[config.mk]
export PLATFORM = sky130hd
export DESIGN_NAME = smo_exec
export DESIGN_NICKNAME = d
export VERILOG_FILES = /design/src/smo_pkg.sv /design/src/smo_mac_step.sv /design/src/smo_exec.sv
export SDC_FILE = /design/constraint.sdc
export NUM_CORES = 2
export LEC_CHECK = 0
export BUFFER_PORTS_ARGS = -buffer_cell sky130_fd_sc_hd__buf_2
export CORE_AREA = 2 2 294 296
export DETAILED_ROUTE_END_ITERATION = 6
export DIE_AREA = 0 0 296 298
export GPL_TIMING_DRIVEN = 0
export MAX_ROUTING_LAYER = met4
export PLACE_DENSITY = 0.51
export SYNTH_ARGS = -nofsm -noshare
export SYNTH_HDL_FRONTEND = slang
export SYNTH_HIERARCHICAL = 1
export SYNTH_SLANG_ARGS = --single-unit
[constraint.sdc]
create_clock -name clock -period 20.6 [get_ports clock]
set_clock_uncertainty 0.1 [all_clocks]
set_input_delay 3.09 -clock clock [delete_from_list [all_inputs] [get_ports clock]]
set_output_delay 3.09 -clock clock [all_outputs]
set_load 0.02 [all_outputs]
[src/smo_pkg.sv]
// Purpose: Shared constants and carriers for the stack-multiple and MAC execution unit
// Assumes: Word-wide stack memory with a 20-bit byte address
// Notes:   Single-byte opcodes are zero-extended to 16 bits
package smo_pkg;

    // ************************************************************
    // Opcodes
    // ************************************************************
    localparam logic [15:0] OP_PUSH_MASKED    = 16'h0034;
    localparam logic [15:0] OP_PULL_MASKED    = 16'h0035;
    localparam logic [15:0] OP_PUSH_MAC_STATE = 16'h27B8;
    localparam logic [15:0] OP_PULL_MAC_STATE = 16'h27B9;
    localparam logic [15:0] OP_PULL_ACC_A     = 16'h3709;
    localparam logic [15:0] OP_PULL_ACC_B     = 16'h3719;
    localparam logic [15:0] OP_REPEAT_MAC     = 16'h00FB;

    // ************************************************************
    // Cycle budget: lead cycles, then two cycles per stack word or twelve per repeat-MAC step
    // ************************************************************
    localparam logic [3:0] LEAD_PUSH      = 4'h4;
    localparam logic [3:0] LEAD_PULL      = 4'h6;
    localparam logic [3:0] LEAD_BYTE      = 4'h4;
    localparam logic [3:0] LEAD_REPEAT_MAC      = 4'h6;
    localparam logic [3:0] REPEAT_MAC_STEP_LAST = 4'hB;
    localparam logic [7:0] MAC_STATE_MASK = 8'h1F;

    // Stack pointer steps
    localparam logic [19:0] STACK_WORD = 20'h00002;
    localparam logic [19:0] STACK_BYTE = 20'h00001;

    // ************************************************************
    // Register port word offsets
    // ************************************************************
    localparam logic [4:0] ADR_ACC_D   = 5'h00;
    localparam logic [4:0] ADR_ACC_E   = 5'h01;
    localparam logic [4:0] ADR_INDEX_X = 5'h02;
    localparam logic [4:0] ADR_INDEX_Y = 5'h03;
    localparam logic [4:0] ADR_INDEX_Z = 5'h04;
    localparam logic [4:0] ADR_EXT_K   = 5'h05;
    localparam logic [4:0] ADR_FLAGS   = 5'h06;
    localparam logic [4:0] ADR_STK_EXT = 5'h07;
    localparam logic [4:0] ADR_STK_PTR = 5'h08;
    localparam logic [4:0] ADR_MUL_H   = 5'h09;
    localparam logic [4:0] ADR_MUL_I   = 5'h0A;
    localparam logic [4:0] ADR_SUM_LO  = 5'h0B;
    localparam logic [4:0] ADR_SUM_HI  = 5'h0C;
    localparam logic [4:0] ADR_SUM_EXT = 5'h0D;
    localparam logic [4:0] ADR_STATUS  = 5'h0E;

    // Flag word bit positions
    localparam int FLAG_MV       = 14;
    localparam int FLAG_EV       = 12;
    localparam int FLAG_PULL_LSB = 4;

    // Register selectors for stack transfers
    typedef enum logic [3:0] {
        SEL_D    = 4'h0, SEL_E    = 4'h1, SEL_X    = 4'h2, SEL_Y   = 4'h3,
        SEL_Z    = 4'h4, SEL_K    = 4'h5, SEL_CCR  = 4'h6, SEL_H   = 4'h7,
        SEL_I    = 4'h8, SEL_AMX  = 4'h9, SEL_AMH  = 4'hA, SEL_AML = 4'hB,
        SEL_A    = 4'hC, SEL_B    = 4'hD, SEL_NONE = 4'hF
    } smo_sel_e;

    typedef enum logic [5:0] {
        MD_PUSHM   = 6'b000001,
        MD_PULLM   = 6'b000010,
        MD_PUSHMAC = 6'b000100,
        MD_PULLMAC = 6'b001000,
        MD_PULLB   = 6'b010000,
        MD_REPEAT_MAC    = 6'b100000
    } smo_mode_e;

    typedef struct packed {
        logic [15:0] opcode;
        logic [7:0]  operand;
    } smo_instr_s;

    typedef struct packed {
        logic [19:0] addr;
        logic [15:0] wdata;
        logic        we;
        logic        re;
        logic        byte_rd;
    } smo_mem_req_s;

endpackage

[src/smo_mac_step.sv]
// Purpose: One signed fractional multiply-accumulate step
// Assumes: Operands are signed 16-bit fractions, sum is 36 bits
// Notes:   Purely combinational
`timescale 1ns/1ps
module smo_mac_step
    import smo_pkg::*;
(
    input  wire logic [35:0] sum_in,   // Current accumulated sum
    input  wire logic [15:0] mul_h,    // First operand
    input  wire logic [15:0] mul_i,    // Second operand
    output logic      [35:0] sum_out,  // New sum
    output logic             sum_ovf,  // Sum left the 36-bit range
    output logic             ext_used  // Sum needs extension bits
);
    logic signed [31:0] prod;
    logic        [35:0] frac;

    always_comb begin
        prod    = $signed(mul_h) * $signed(mul_i);
        // Fraction alignment: shift left once, extend from the true sign so -1 * -1 stays positive
        frac    = {{3{prod[31]}}, prod, 1'b0};
        sum_out = sum_in + frac;
        sum_ovf = (sum_in[35] == frac[35]) && (sum_out[35] != sum_in[35]);
        ext_used = !((&sum_out[35:31]) || !(|sum_out[35:31]));
    end
endmodule

[src/smo_exec.sv]
// Purpose: Executes masked push/pull, byte pulls, MAC state save/restore and repeat MAC
// Assumes: Stack memory answers a read in the same cycle as its strobe
// Notes:   Register port writes are ignored while an instruction runs
//
// Functional notes
// - Push mask: D,E,X,Y,Z,K,flags; 4+2N cycles
// - Each pushed word lowers stack by two
// - Save MAC state in 14 cycles
// - Byte pulls add two first; 6 cycles
// - Byte pulls subtract one after load
// - Masked pull adds two then loads
// - Pull order flags-high,K,Z,Y,X,E,D
// - Restore MAC state in 16 cycles
// - Repeat MAC, decrement E until negative
// - Step accumulates, steps indexes, reloads operands
//
// Strobed register access and the register addresses are this design's own decisions.
`timescale 1ns/1ps
module smo_exec
    import smo_pkg::*;
(
    input  wire logic         clock,     // 200 MHz system clock
    input  wire logic         rst,       // Asynchronous reset, active high
    input  wire logic         start,     // Issue strobe for instr
    input  wire smo_instr_s   instr,     // Opcode and operand byte
    output logic              busy,      // Instruction in progress
    output logic              done,      // Pulse on the last busy cycle
    output logic              bad_op,    // Pulse: opcode not handled here
    output smo_mem_req_s      mem_req,   // Stack memory request
    input  wire logic [15:0]  mem_rdata, // Read data, same cycle as re
    input  wire logic [4:0]   reg_addr,  // Register port word address
    input  wire logic [15:0]  reg_wdata, // Register port write data
    input  wire logic         reg_wr,    // Register write strobe
    input  wire logic         reg_rd,    // Register read strobe
    output logic      [15:0]  reg_rdata  // Read data, one cycle later
);
    typedef enum logic [4:0] {
        ST_IDLE  = 5'b00001,
        ST_LEAD  = 5'b00010,
        ST_ISSUE = 5'b00100,
        ST_CAPT  = 5'b01000,
        ST_MAC   = 5'b10000
    } smo_state_e;

    // ************************************************************
    // Decode helpers
    // ************************************************************
    function automatic logic [2:0] low_bit(input logic [7:0] m);
        logic [2:0] r;
        r = 3'h0;
        for (int b = 6; b >= 0; b--) begin
            if (m[b]) begin
                r = 3'(b);
            end
        end
        return r;
    endfunction

    function automatic smo_sel_e sel_of(input smo_mode_e md, input logic [2:0] b);
        smo_sel_e s;
        s = SEL_NONE;
        case (md)
            MD_PUSHM: begin
                s = smo_sel_e'({1'b0, b});
            end
            MD_PULLM: begin
                s = smo_sel_e'({1'b0, 3'h6 - b});
            end
            MD_PUSHMAC: begin
                s = smo_sel_e'(4'(SEL_H) + {1'b0, b});
            end
            MD_PULLMAC: begin
                s = smo_sel_e'(4'(SEL_AML) - {1'b0, b});
            end
            MD_PULLB: begin
                s = (b == 3'h0) ? SEL_A : SEL_B;
            end
            default: begin
                s = SEL_NONE;
            end
        endcase
        return s;
    endfunction

    function automatic logic [15:0] qualify(input logic [15:0] p, input logic [3:0] off,
                                            input logic [3:0] msk);
        logic [15:0] nxt;
        nxt = p + {{12{off[3]}}, off};
        if (msk != 4'h0) begin
            nxt = (p & ~{12'h000, msk}) | (nxt & {12'h000, msk});
        end
        return nxt;
    endfunction

    // ************************************************************
    // State
    // ************************************************************
    smo_state_e  state_r;
    smo_mode_e   mode_r;
    logic [7:0]  mask_r;
    logic [3:0]  cnt_r;
    logic [7:0]  offs_r;
    logic        done_r;
    logic        bad_r;

    logic [15:0] d_r, e_r, x_r, y_r, z_r, k_r, ccr_r, h_r, i_r;
    logic [19:0] sksp_r;
    logic [35:0] am_r;
    logic [3:0]  xmsk_r, ymsk_r;

    logic        is_push;
    logic        last_item;
    smo_sel_e    cur_sel;
    logic [15:0] push_val;
    logic [19:0] sksp_nxt;
    logic [35:0] am_nxt;
    logic        mv_nxt, ev_nxt;

    assign is_push   = (mode_r == MD_PUSHM) || (mode_r == MD_PUSHMAC);
    assign cur_sel   = sel_of(mode_r, low_bit(mask_r));
    assign last_item = (mask_r & (mask_r - 8'h01)) == 8'h00;
    assign busy      = (state_r != ST_IDLE);
    assign done      = done_r;
    assign bad_op    = bad_r;

    smo_mac_step u_mac (
        .sum_in   (am_r),
        .mul_h    (h_r),
        .mul_i    (i_r),
        .sum_out  (am_nxt),
        .sum_ovf  (mv_nxt),
        .ext_used (ev_nxt)
    );

    always_comb begin
        case (cur_sel)
            SEL_D:   push_val = d_r;
            SEL_E:   push_val = e_r;
            SEL_X:   push_val = x_r;
            SEL_Y:   push_val = y_r;
            SEL_Z:   push_val = z_r;
            SEL_K:   push_val = k_r;
            SEL_CCR: push_val = ccr_r;
            SEL_H:   push_val = h_r;
            SEL_I:   push_val = i_r;
            SEL_AMX: push_val = {4'h0, am_r[35:32], xmsk_r, ymsk_r};
            SEL_AMH: push_val = am_r[31:16];
            SEL_AML: push_val = am_r[15:0];
            default: push_val = 16'h0000;
        endcase
    end

    // carry and borrow run into the extension
    always_comb begin
        sksp_nxt = sksp_r;
        if (state_r == ST_ISSUE) begin
            // lower by two per pushed word
            // raise by two before each pull
            // byte pull raises by two first
            sksp_nxt = is_push ? sksp_r - STACK_WORD : sksp_r + STACK_WORD;
        end else if (state_r == ST_CAPT && mode_r == MD_PULLB) begin
            sksp_nxt = sksp_r - STACK_BYTE;
        end
    end

    // ************************************************************
    // Sequencer
    // ************************************************************
    always_ff @(posedge clock or posedge rst) begin
        if (rst) begin
            state_r <= ST_IDLE;
            mode_r  <= MD_PUSHM;
            mask_r  <= 8'h00;
            cnt_r   <= 4'h0;
            offs_r  <= 8'h00;
            done_r  <= 1'b0;
            bad_r   <= 1'b0;
        end else begin
            done_r <= 1'b0;
            bad_r  <= 1'b0;
            case (state_r)
                ST_IDLE: begin
                    if (start) begin
                        state_r <= ST_LEAD;
                        offs_r  <= instr.operand;
                        // Mask bit 7 is reserved and never transfers
                        mask_r  <= {1'b0, instr.operand[6:0]};
                        case (instr.opcode)
                            OP_PUSH_MASKED: begin
                                mode_r <= MD_PUSHM;
                                cnt_r  <= LEAD_PUSH - 4'h1;
                            end
                            // pull lead includes the extra pair
                            OP_PULL_MASKED: begin
                                mode_r <= MD_PULLM;
                                cnt_r  <= LEAD_PULL - 4'h1;
                            end
                            OP_PUSH_MAC_STATE: begin
                                mode_r <= MD_PUSHMAC;
                                mask_r <= MAC_STATE_MASK;
                                cnt_r  <= LEAD_PUSH - 4'h1;
                            end
                            // five words after a longer lead
                            OP_PULL_MAC_STATE: begin
                                mode_r <= MD_PULLMAC;
                                mask_r <= MAC_STATE_MASK;
                                cnt_r  <= LEAD_PULL - 4'h1;
                            end
                            OP_PULL_ACC_A, OP_PULL_ACC_B: begin
                                mode_r <= MD_PULLB;
                                mask_r <= (instr.opcode == OP_PULL_ACC_A) ? 8'h01 : 8'h02;
                                cnt_r  <= LEAD_BYTE - 4'h1;
                            end
                            OP_REPEAT_MAC: begin
                                mode_r <= MD_REPEAT_MAC;
                                cnt_r  <= LEAD_REPEAT_MAC - 4'h1;
                            end
                            default: begin
                                state_r <= ST_IDLE;
                                bad_r   <= 1'b1;
                            end
                        endcase
                    end
                end
                ST_LEAD: begin
                    cnt_r <= cnt_r - 4'h1;
                    if (cnt_r == 4'h0) begin
                        // Step counter must open the first iteration at zero
                        cnt_r <= 4'h0;
                        if (mode_r == MD_REPEAT_MAC) begin
                            state_r <= ST_MAC;
                        end else if (mask_r == 8'h00) begin
                            state_r <= ST_IDLE;
                        end else begin
                            state_r <= ST_ISSUE;
                        end
                        if (mode_r != MD_REPEAT_MAC && mask_r == 8'h00) begin
                            done_r <= 1'b0;
                        end
                    end
                    if (cnt_r == 4'h1 && mode_r != MD_REPEAT_MAC && mask_r == 8'h00) begin
                        done_r <= 1'b1;
                    end
                end
                ST_ISSUE: begin
                    state_r <= ST_CAPT;
                    done_r  <= last_item;
                end
                ST_CAPT: begin
                    mask_r <= mask_r & (mask_r - 8'h01);
                    state_r <= last_item ? ST_IDLE : ST_ISSUE;
                end
                ST_MAC: begin
                    cnt_r <= cnt_r + 4'h1;
                    if (cnt_r == REPEAT_MAC_STEP_LAST - 4'h1) begin
                        done_r <= e_r[15];
                    end
                    if (cnt_r == REPEAT_MAC_STEP_LAST) begin
                        cnt_r   <= 4'h0;
                        state_r <= e_r[15] ? ST_IDLE : ST_MAC;
                    end
                end
                default: begin
                    state_r <= ST_IDLE;
                end
            endcase
        end
    end

    // ************************************************************
    // Architectural registers
    // ************************************************************
    always_ff @(posedge clock or posedge rst) begin
        if (rst) begin
            {d_r, e_r, x_r, y_r, z_r} <= '0;
            {k_r, ccr_r, h_r, i_r}    <= '0;
            sksp_r <= 20'h00000;
            am_r   <= 36'h000000000;
            xmsk_r <= 4'h0;
            ymsk_r <= 4'h0;
        end else begin
            sksp_r <= sksp_nxt;
            if (state_r == ST_IDLE && reg_wr && !start) begin
                if (reg_addr == ADR_ACC_D) d_r <= reg_wdata;
                else if (reg_addr == ADR_ACC_E) e_r <= reg_wdata;
                else if (reg_addr == ADR_INDEX_X) x_r <= reg_wdata;
                else if (reg_addr == ADR_INDEX_Y) y_r <= reg_wdata;
                else if (reg_addr == ADR_INDEX_Z) z_r <= reg_wdata;
                else if (reg_addr == ADR_EXT_K) k_r <= reg_wdata;
                else if (reg_addr == ADR_FLAGS) ccr_r <= reg_wdata;
                else if (reg_addr == ADR_STK_EXT) sksp_r[19:16] <= reg_wdata[3:0];
                else if (reg_addr == ADR_STK_PTR) sksp_r[15:0] <= reg_wdata;
                else if (reg_addr == ADR_MUL_H) h_r <= reg_wdata;
                else if (reg_addr == ADR_MUL_I) i_r <= reg_wdata;
                else if (reg_addr == ADR_SUM_LO) am_r[15:0] <= reg_wdata;
                else if (reg_addr == ADR_SUM_HI) am_r[31:16] <= reg_wdata;
                else if (reg_addr == ADR_SUM_EXT) {am_r[35:32], xmsk_r, ymsk_r} <= reg_wdata[11:0];
            end
            if (state_r == ST_CAPT && !is_push) begin
                case (cur_sel)
                    SEL_D:   d_r <= mem_rdata;
                    SEL_E:   e_r <= mem_rdata;
                    SEL_X:   x_r <= mem_rdata;
                    SEL_Y:   y_r <= mem_rdata;
                    SEL_Z:   z_r <= mem_rdata;
                    SEL_K:   k_r <= mem_rdata;
                    // only the upper flag bits load
                    SEL_CCR: ccr_r[15:FLAG_PULL_LSB] <= mem_rdata[15:FLAG_PULL_LSB];
                    SEL_H:   h_r <= mem_rdata;
                    SEL_I:   i_r <= mem_rdata;
                    SEL_AMX: {am_r[35:32], xmsk_r, ymsk_r} <= mem_rdata[11:0];
                    SEL_AMH: am_r[31:16] <= mem_rdata;
                    SEL_AML: am_r[15:0] <= mem_rdata;
                    SEL_A:   d_r[15:8] <= mem_rdata[7:0];
                    SEL_B:   d_r[7:0] <= mem_rdata[7:0];
                    default: d_r <= d_r;
                endcase
            end
            if (state_r == ST_MAC) begin
                case (cnt_r)
                    // accumulate, only MV and EV change
                    4'h0: begin
                        am_r <= am_nxt;
                        ccr_r[FLAG_MV] <= mv_nxt;
                        ccr_r[FLAG_EV] <= ev_nxt;
                    end
                    4'h1: begin
                        x_r <= qualify(x_r, offs_r[7:4], xmsk_r);
                        y_r <= qualify(y_r, offs_r[3:0], ymsk_r);
                    end
                    4'h3: h_r <= mem_rdata;
                    4'h5: i_r <= mem_rdata;
                    4'h6: e_r <= e_r - 16'h0001;
                    default: e_r <= e_r;
                endcase
            end
        end
    end

    // ************************************************************
    // Stack memory request
    // ************************************************************
    always_ff @(posedge clock or posedge rst) begin
        if (rst) begin
            mem_req <= '0;
        end else begin
            mem_req.we      <= 1'b0;
            mem_req.re      <= 1'b0;
            mem_req.byte_rd <= 1'b0;
            if (state_r == ST_ISSUE) begin
                mem_req.addr    <= is_push ? sksp_r : sksp_nxt;
                mem_req.wdata   <= push_val;
                mem_req.we      <= is_push;
                mem_req.re      <= !is_push;
                mem_req.byte_rd <= (mode_r == MD_PULLB);
            end else if (state_r == ST_MAC && (cnt_r == 4'h2 || cnt_r == 4'h4)) begin
                mem_req.addr <= (cnt_r == 4'h2) ? {k_r[15:12], x_r} : {k_r[11:8], y_r};
                mem_req.re   <= 1'b1;
            end
        end
    end

    // ************************************************************
    // Register read port
    // ************************************************************
    always_ff @(posedge clock or posedge rst) begin
        if (rst) begin
            reg_rdata <= 16'h0000;
        end else if (reg_rd) begin
            if (reg_addr == ADR_ACC_D) reg_rdata <= d_r;
            else if (reg_addr == ADR_ACC_E) reg_rdata <= e_r;
            else if (reg_addr == ADR_INDEX_X) reg_rdata <= x_r;
            else if (reg_addr == ADR_INDEX_Y) reg_rdata <= y_r;
            else if (reg_addr == ADR_INDEX_Z) reg_rdata <= z_r;
            else if (reg_addr == ADR_EXT_K) reg_rdata <= k_r;
            else if (reg_addr == ADR_FLAGS) reg_rdata <= ccr_r;
            else if (reg_addr == ADR_STK_EXT) reg_rdata <= {12'h000, sksp_r[19:16]};
            else if (reg_addr == ADR_STK_PTR) reg_rdata <= sksp_r[15:0];
            else if (reg_addr == ADR_MUL_H) reg_rdata <= h_r;
            else if (reg_addr == ADR_MUL_I) reg_rdata <= i_r;
            else if (reg_addr == ADR_SUM_LO) reg_rdata <= am_r[15:0];
            else if (reg_addr == ADR_SUM_HI) reg_rdata <= am_r[31:16];
            else if (reg_addr == ADR_SUM_EXT) reg_rdata <= {4'h0, am_r[35:32], xmsk_r, ymsk_r};
            else if (reg_addr == ADR_STATUS) reg_rdata <= {11'h000, state_r};
            else reg_rdata <= 16'h0000;
        end else begin
            reg_rdata <= 16'h0000;
        end
    end
endmodule

==> run metrics <==
status complete, but fails checks; failing checks DRC, capacitance limit, slew limit; dpl hpwl around 120 mm; CP max stage delay between 0.8 and 0.9 ns; PwrDens 88.70 mW/mm²; die height 298 µm; CTS Buffer Depth 3; Worst Slack Setup Final 10.79 ns; Cells after DPL roughly 5200; most used cell, CP fa_1; detailed-route wire length 153.4 mm; post-placement setup slack 10.93 ns; CP Class flop to flop; Buf+Inv Stages, Crit Path 4; Regs by FF count mem_req (39), am_r (36), sksp_r (20); EDFF count, synth 0; Top Family by Delay on Critical Path adder cells; largest net degree at the start of global routing 118; die area around 0.088 mm²; FP Rows 107; Max Clock Freq roughly 100 MHz; final setup vio count 0; clk_lat worst skew 0.58 ns; Die X-Extent 296 µm; synth top area cells dfrtp_1 22%, fa_1 16%, mux2i_1 7.0%, ha_1 6.7%, nand2_1 5.8%; Max Cap Viol 6; setup_tns 0 ns; Biggest register mem_req; yosys synthesis warning count 6; Register Area 0.007410 mm²; Post-Syn Instances just under 4000; slowest CP cell dfrtp_1; Multi-input gate area 0.02328 mm²; starting density of the core 38.70%; Synth top cells by count 506 x nand2_1, 334 x inv_1, 294 x dfrtp_1; final net count 4567; final worst path period need 9.814 ns; routability cong. 1.068; Main synth FF type dfrtp_1; Post-CTS Setup Repair Bufs 0; Core Region 0.08488 mm²; post-CTS sizing 0; # fillers 8779; register area share after synthesis 22.56%; fin cells between 5000 and 6000; # IOs 124; Synth Register Bits 296; global route overflow 0; drt wl/cell between 20 and 30 µm; Routed Antenna Nets 0; Max IR drop VDD between 0.06 and 0.07 mV; post-synth top area cell dfrtp_1; design area 0.03620 mm²; Leak around 16 nW; share of the synthesized area in the top cell type approximately 22%; final period utilization 47.64%; Post-Syn Area per Cell between 8 and 9 µm²; global-route wire length before repair ~220 mm; Worst Path Arrival 10.21 ns; ys async rst share 100.0%; Worst-Margin Slew 1.628 ns; P&R area growth vs syn 10.23%; Clock Pin Slew Worst Setup and Hold Paths 0.06 ns; cell area after synthesis 0.03284 mm²; Via-to-Cell Ratio between 6 and 7; CTS Sinks about 300; RSZ-0062 raised after global routing false; Largest register FFs 39; Placement Cell Area 0.03499 mm²; Tightest Hold Check Type flop to flop; relative slew slack -8.506%; cell depth of the worst setup path 32; Hold Path Depth 2; R2R setup slack between 10 and 15 ns; layout cells sized above 1 under 10%; H-tree depth 2; gr usage total 35.56%; DRC Markers 1; initial antenna violation count 10; vias in the first global route 30790; hold_buf cts 0; crit path launch type flop; via count 31820; Slew Viols, Final 66; TritonRoute pass-1 iters 7; worst reg-to-reg path cell count 32; CTS tree done; Net Count, Synth between 4000 and 5000; Distinct cells, synth 93; Crit Path Max Fanout 10; Root Buffer Master clkbuf_16; Crit path required time 20.99 ns; count leader, synth nand2_1; CP Capture Type flop; IO Port Bufs 122; Hold Violations, Final 0; initial drt markers 3229; CTS buffer count 36
-- layout make-up --
cell class                      count  area share (%)
Inverter                          337           3.515
Sequential cell                   296           20.47
Antenna cell                       13         0.08985
Timing Repair Buffer              126           1.880
Tap cell                         1144           3.954
Buffer                            228           2.523
Clock buffer                       52           3.014
Clock inverter                      9          0.2592
Multi-Input combinational cell   3035           64.30
-- kinds of logic (layout without fill, tap and decap cells) --
| group | count (synthesis) | after routing | synth area share (%) |
|---|---|---|---|
| multiplexers | 243 | 243 | 7.455 |
| adder cells (fa/ha/maj) | 442 | 442 | 22.91 |
| XOR/XNOR | 114 | 114 | 3.105 |
| buffers and inverters | 565 | 752 | 6.629 |
| AND/OR/NAND/NOR | 1235 | 1235 | 17.42 |
| other | 0 | 13 | 0 |
| AO/OA/AOI/OAI | 1001 | 1001 | 19.92 |
| flip-flops | 296 | 296 | 22.56 |
-- per-layer routing --
layer,vias to the layer above,routed length [µm],global-route usage (%)
met4,0,9409,18.46
met2,1591,70110,55.01
met5,-,0,-
li1,13930,-,-
met3,404,12080,5.722
met1,15900,61760,44.76
-- worst paths after layout --
path	startpoint	end
max	h_r[12]	ccr_r[12]
min	offs_r[4]	offs_r[4]
max reg2reg	h_r[12]	ccr_r[12]
min reg2reg	offs_r[4]	offs_r[4]
max in group asynchronous	rst	ccr_r[9]
min in group asynchronous	rst	mode_r[1]
-- power by group --
group	total (mW)	leakage, nW	switching [mW]	internal (mW)
Combinational	1.71	12.1	1.04	0.671
Clock	0.663	0.582	0.282	0.380
Sequential	0.841	3.56	0.198	0.643
-- worst reg2reg max path: cells and delay by family, from the launching register on --
kind                       cells  cell delay [ns]
muxes                          1             0.19
buffers and inverters          4             0.73
and+or+nand+nor                6             0.97
DFF                            1             0.88
AOI/OAI and AO/OA             11             2.60
adders and majority gates      8             3.79
xor gates and xnor gates       2             0.48
-- cells in the final DEF (no fill, tap or decap), types with 12 or more instances in the layout --
cell and instances:
inv_1 333, diode_2 13, a31oi_1 36, nand2_1 506, fa_1 266, xnor2_1 74
nor2_1 272, nor2b_1 22, a22o_1 27, nand3_1 79, a221oi_1 35, a22oi_1 29
nand2b_1 26, a21oi_1 211, nor4_1 23, buf_2 143, or3_1 23, dfrtp_1 294
o21ai_0 218, mux2i_1 230, xor2_1 38, ha_1 175, nor3_1 65, a221o_1 27
o211ai_1 60, o22ai_1 38, o21a_1 31, clkbuf_1 194, o221ai_1 22, mux2_2 12
a21o_1 53, o21ai_1 61, a211oi_1 41, and2_1 132, clkbuf_16 36, and3_1 26
clkbuf_8 13
-- through the flow --
step | hold slack (ns) | util, % | total power, mW
detailed placement | 0.4102 | 41.22 | 2.499
CTS | 0.4285 | 42.61 | 3.178
global route | 0.4634 | 42.64 | 3.393
floorplan | 0.3523 | - | 1.943
finish | 0.4111 | 42.65 | 3.211
global placement | 0.4076 | 41.10 | 2.512
No activity file was read; power rests on OpenSTA's default activity.
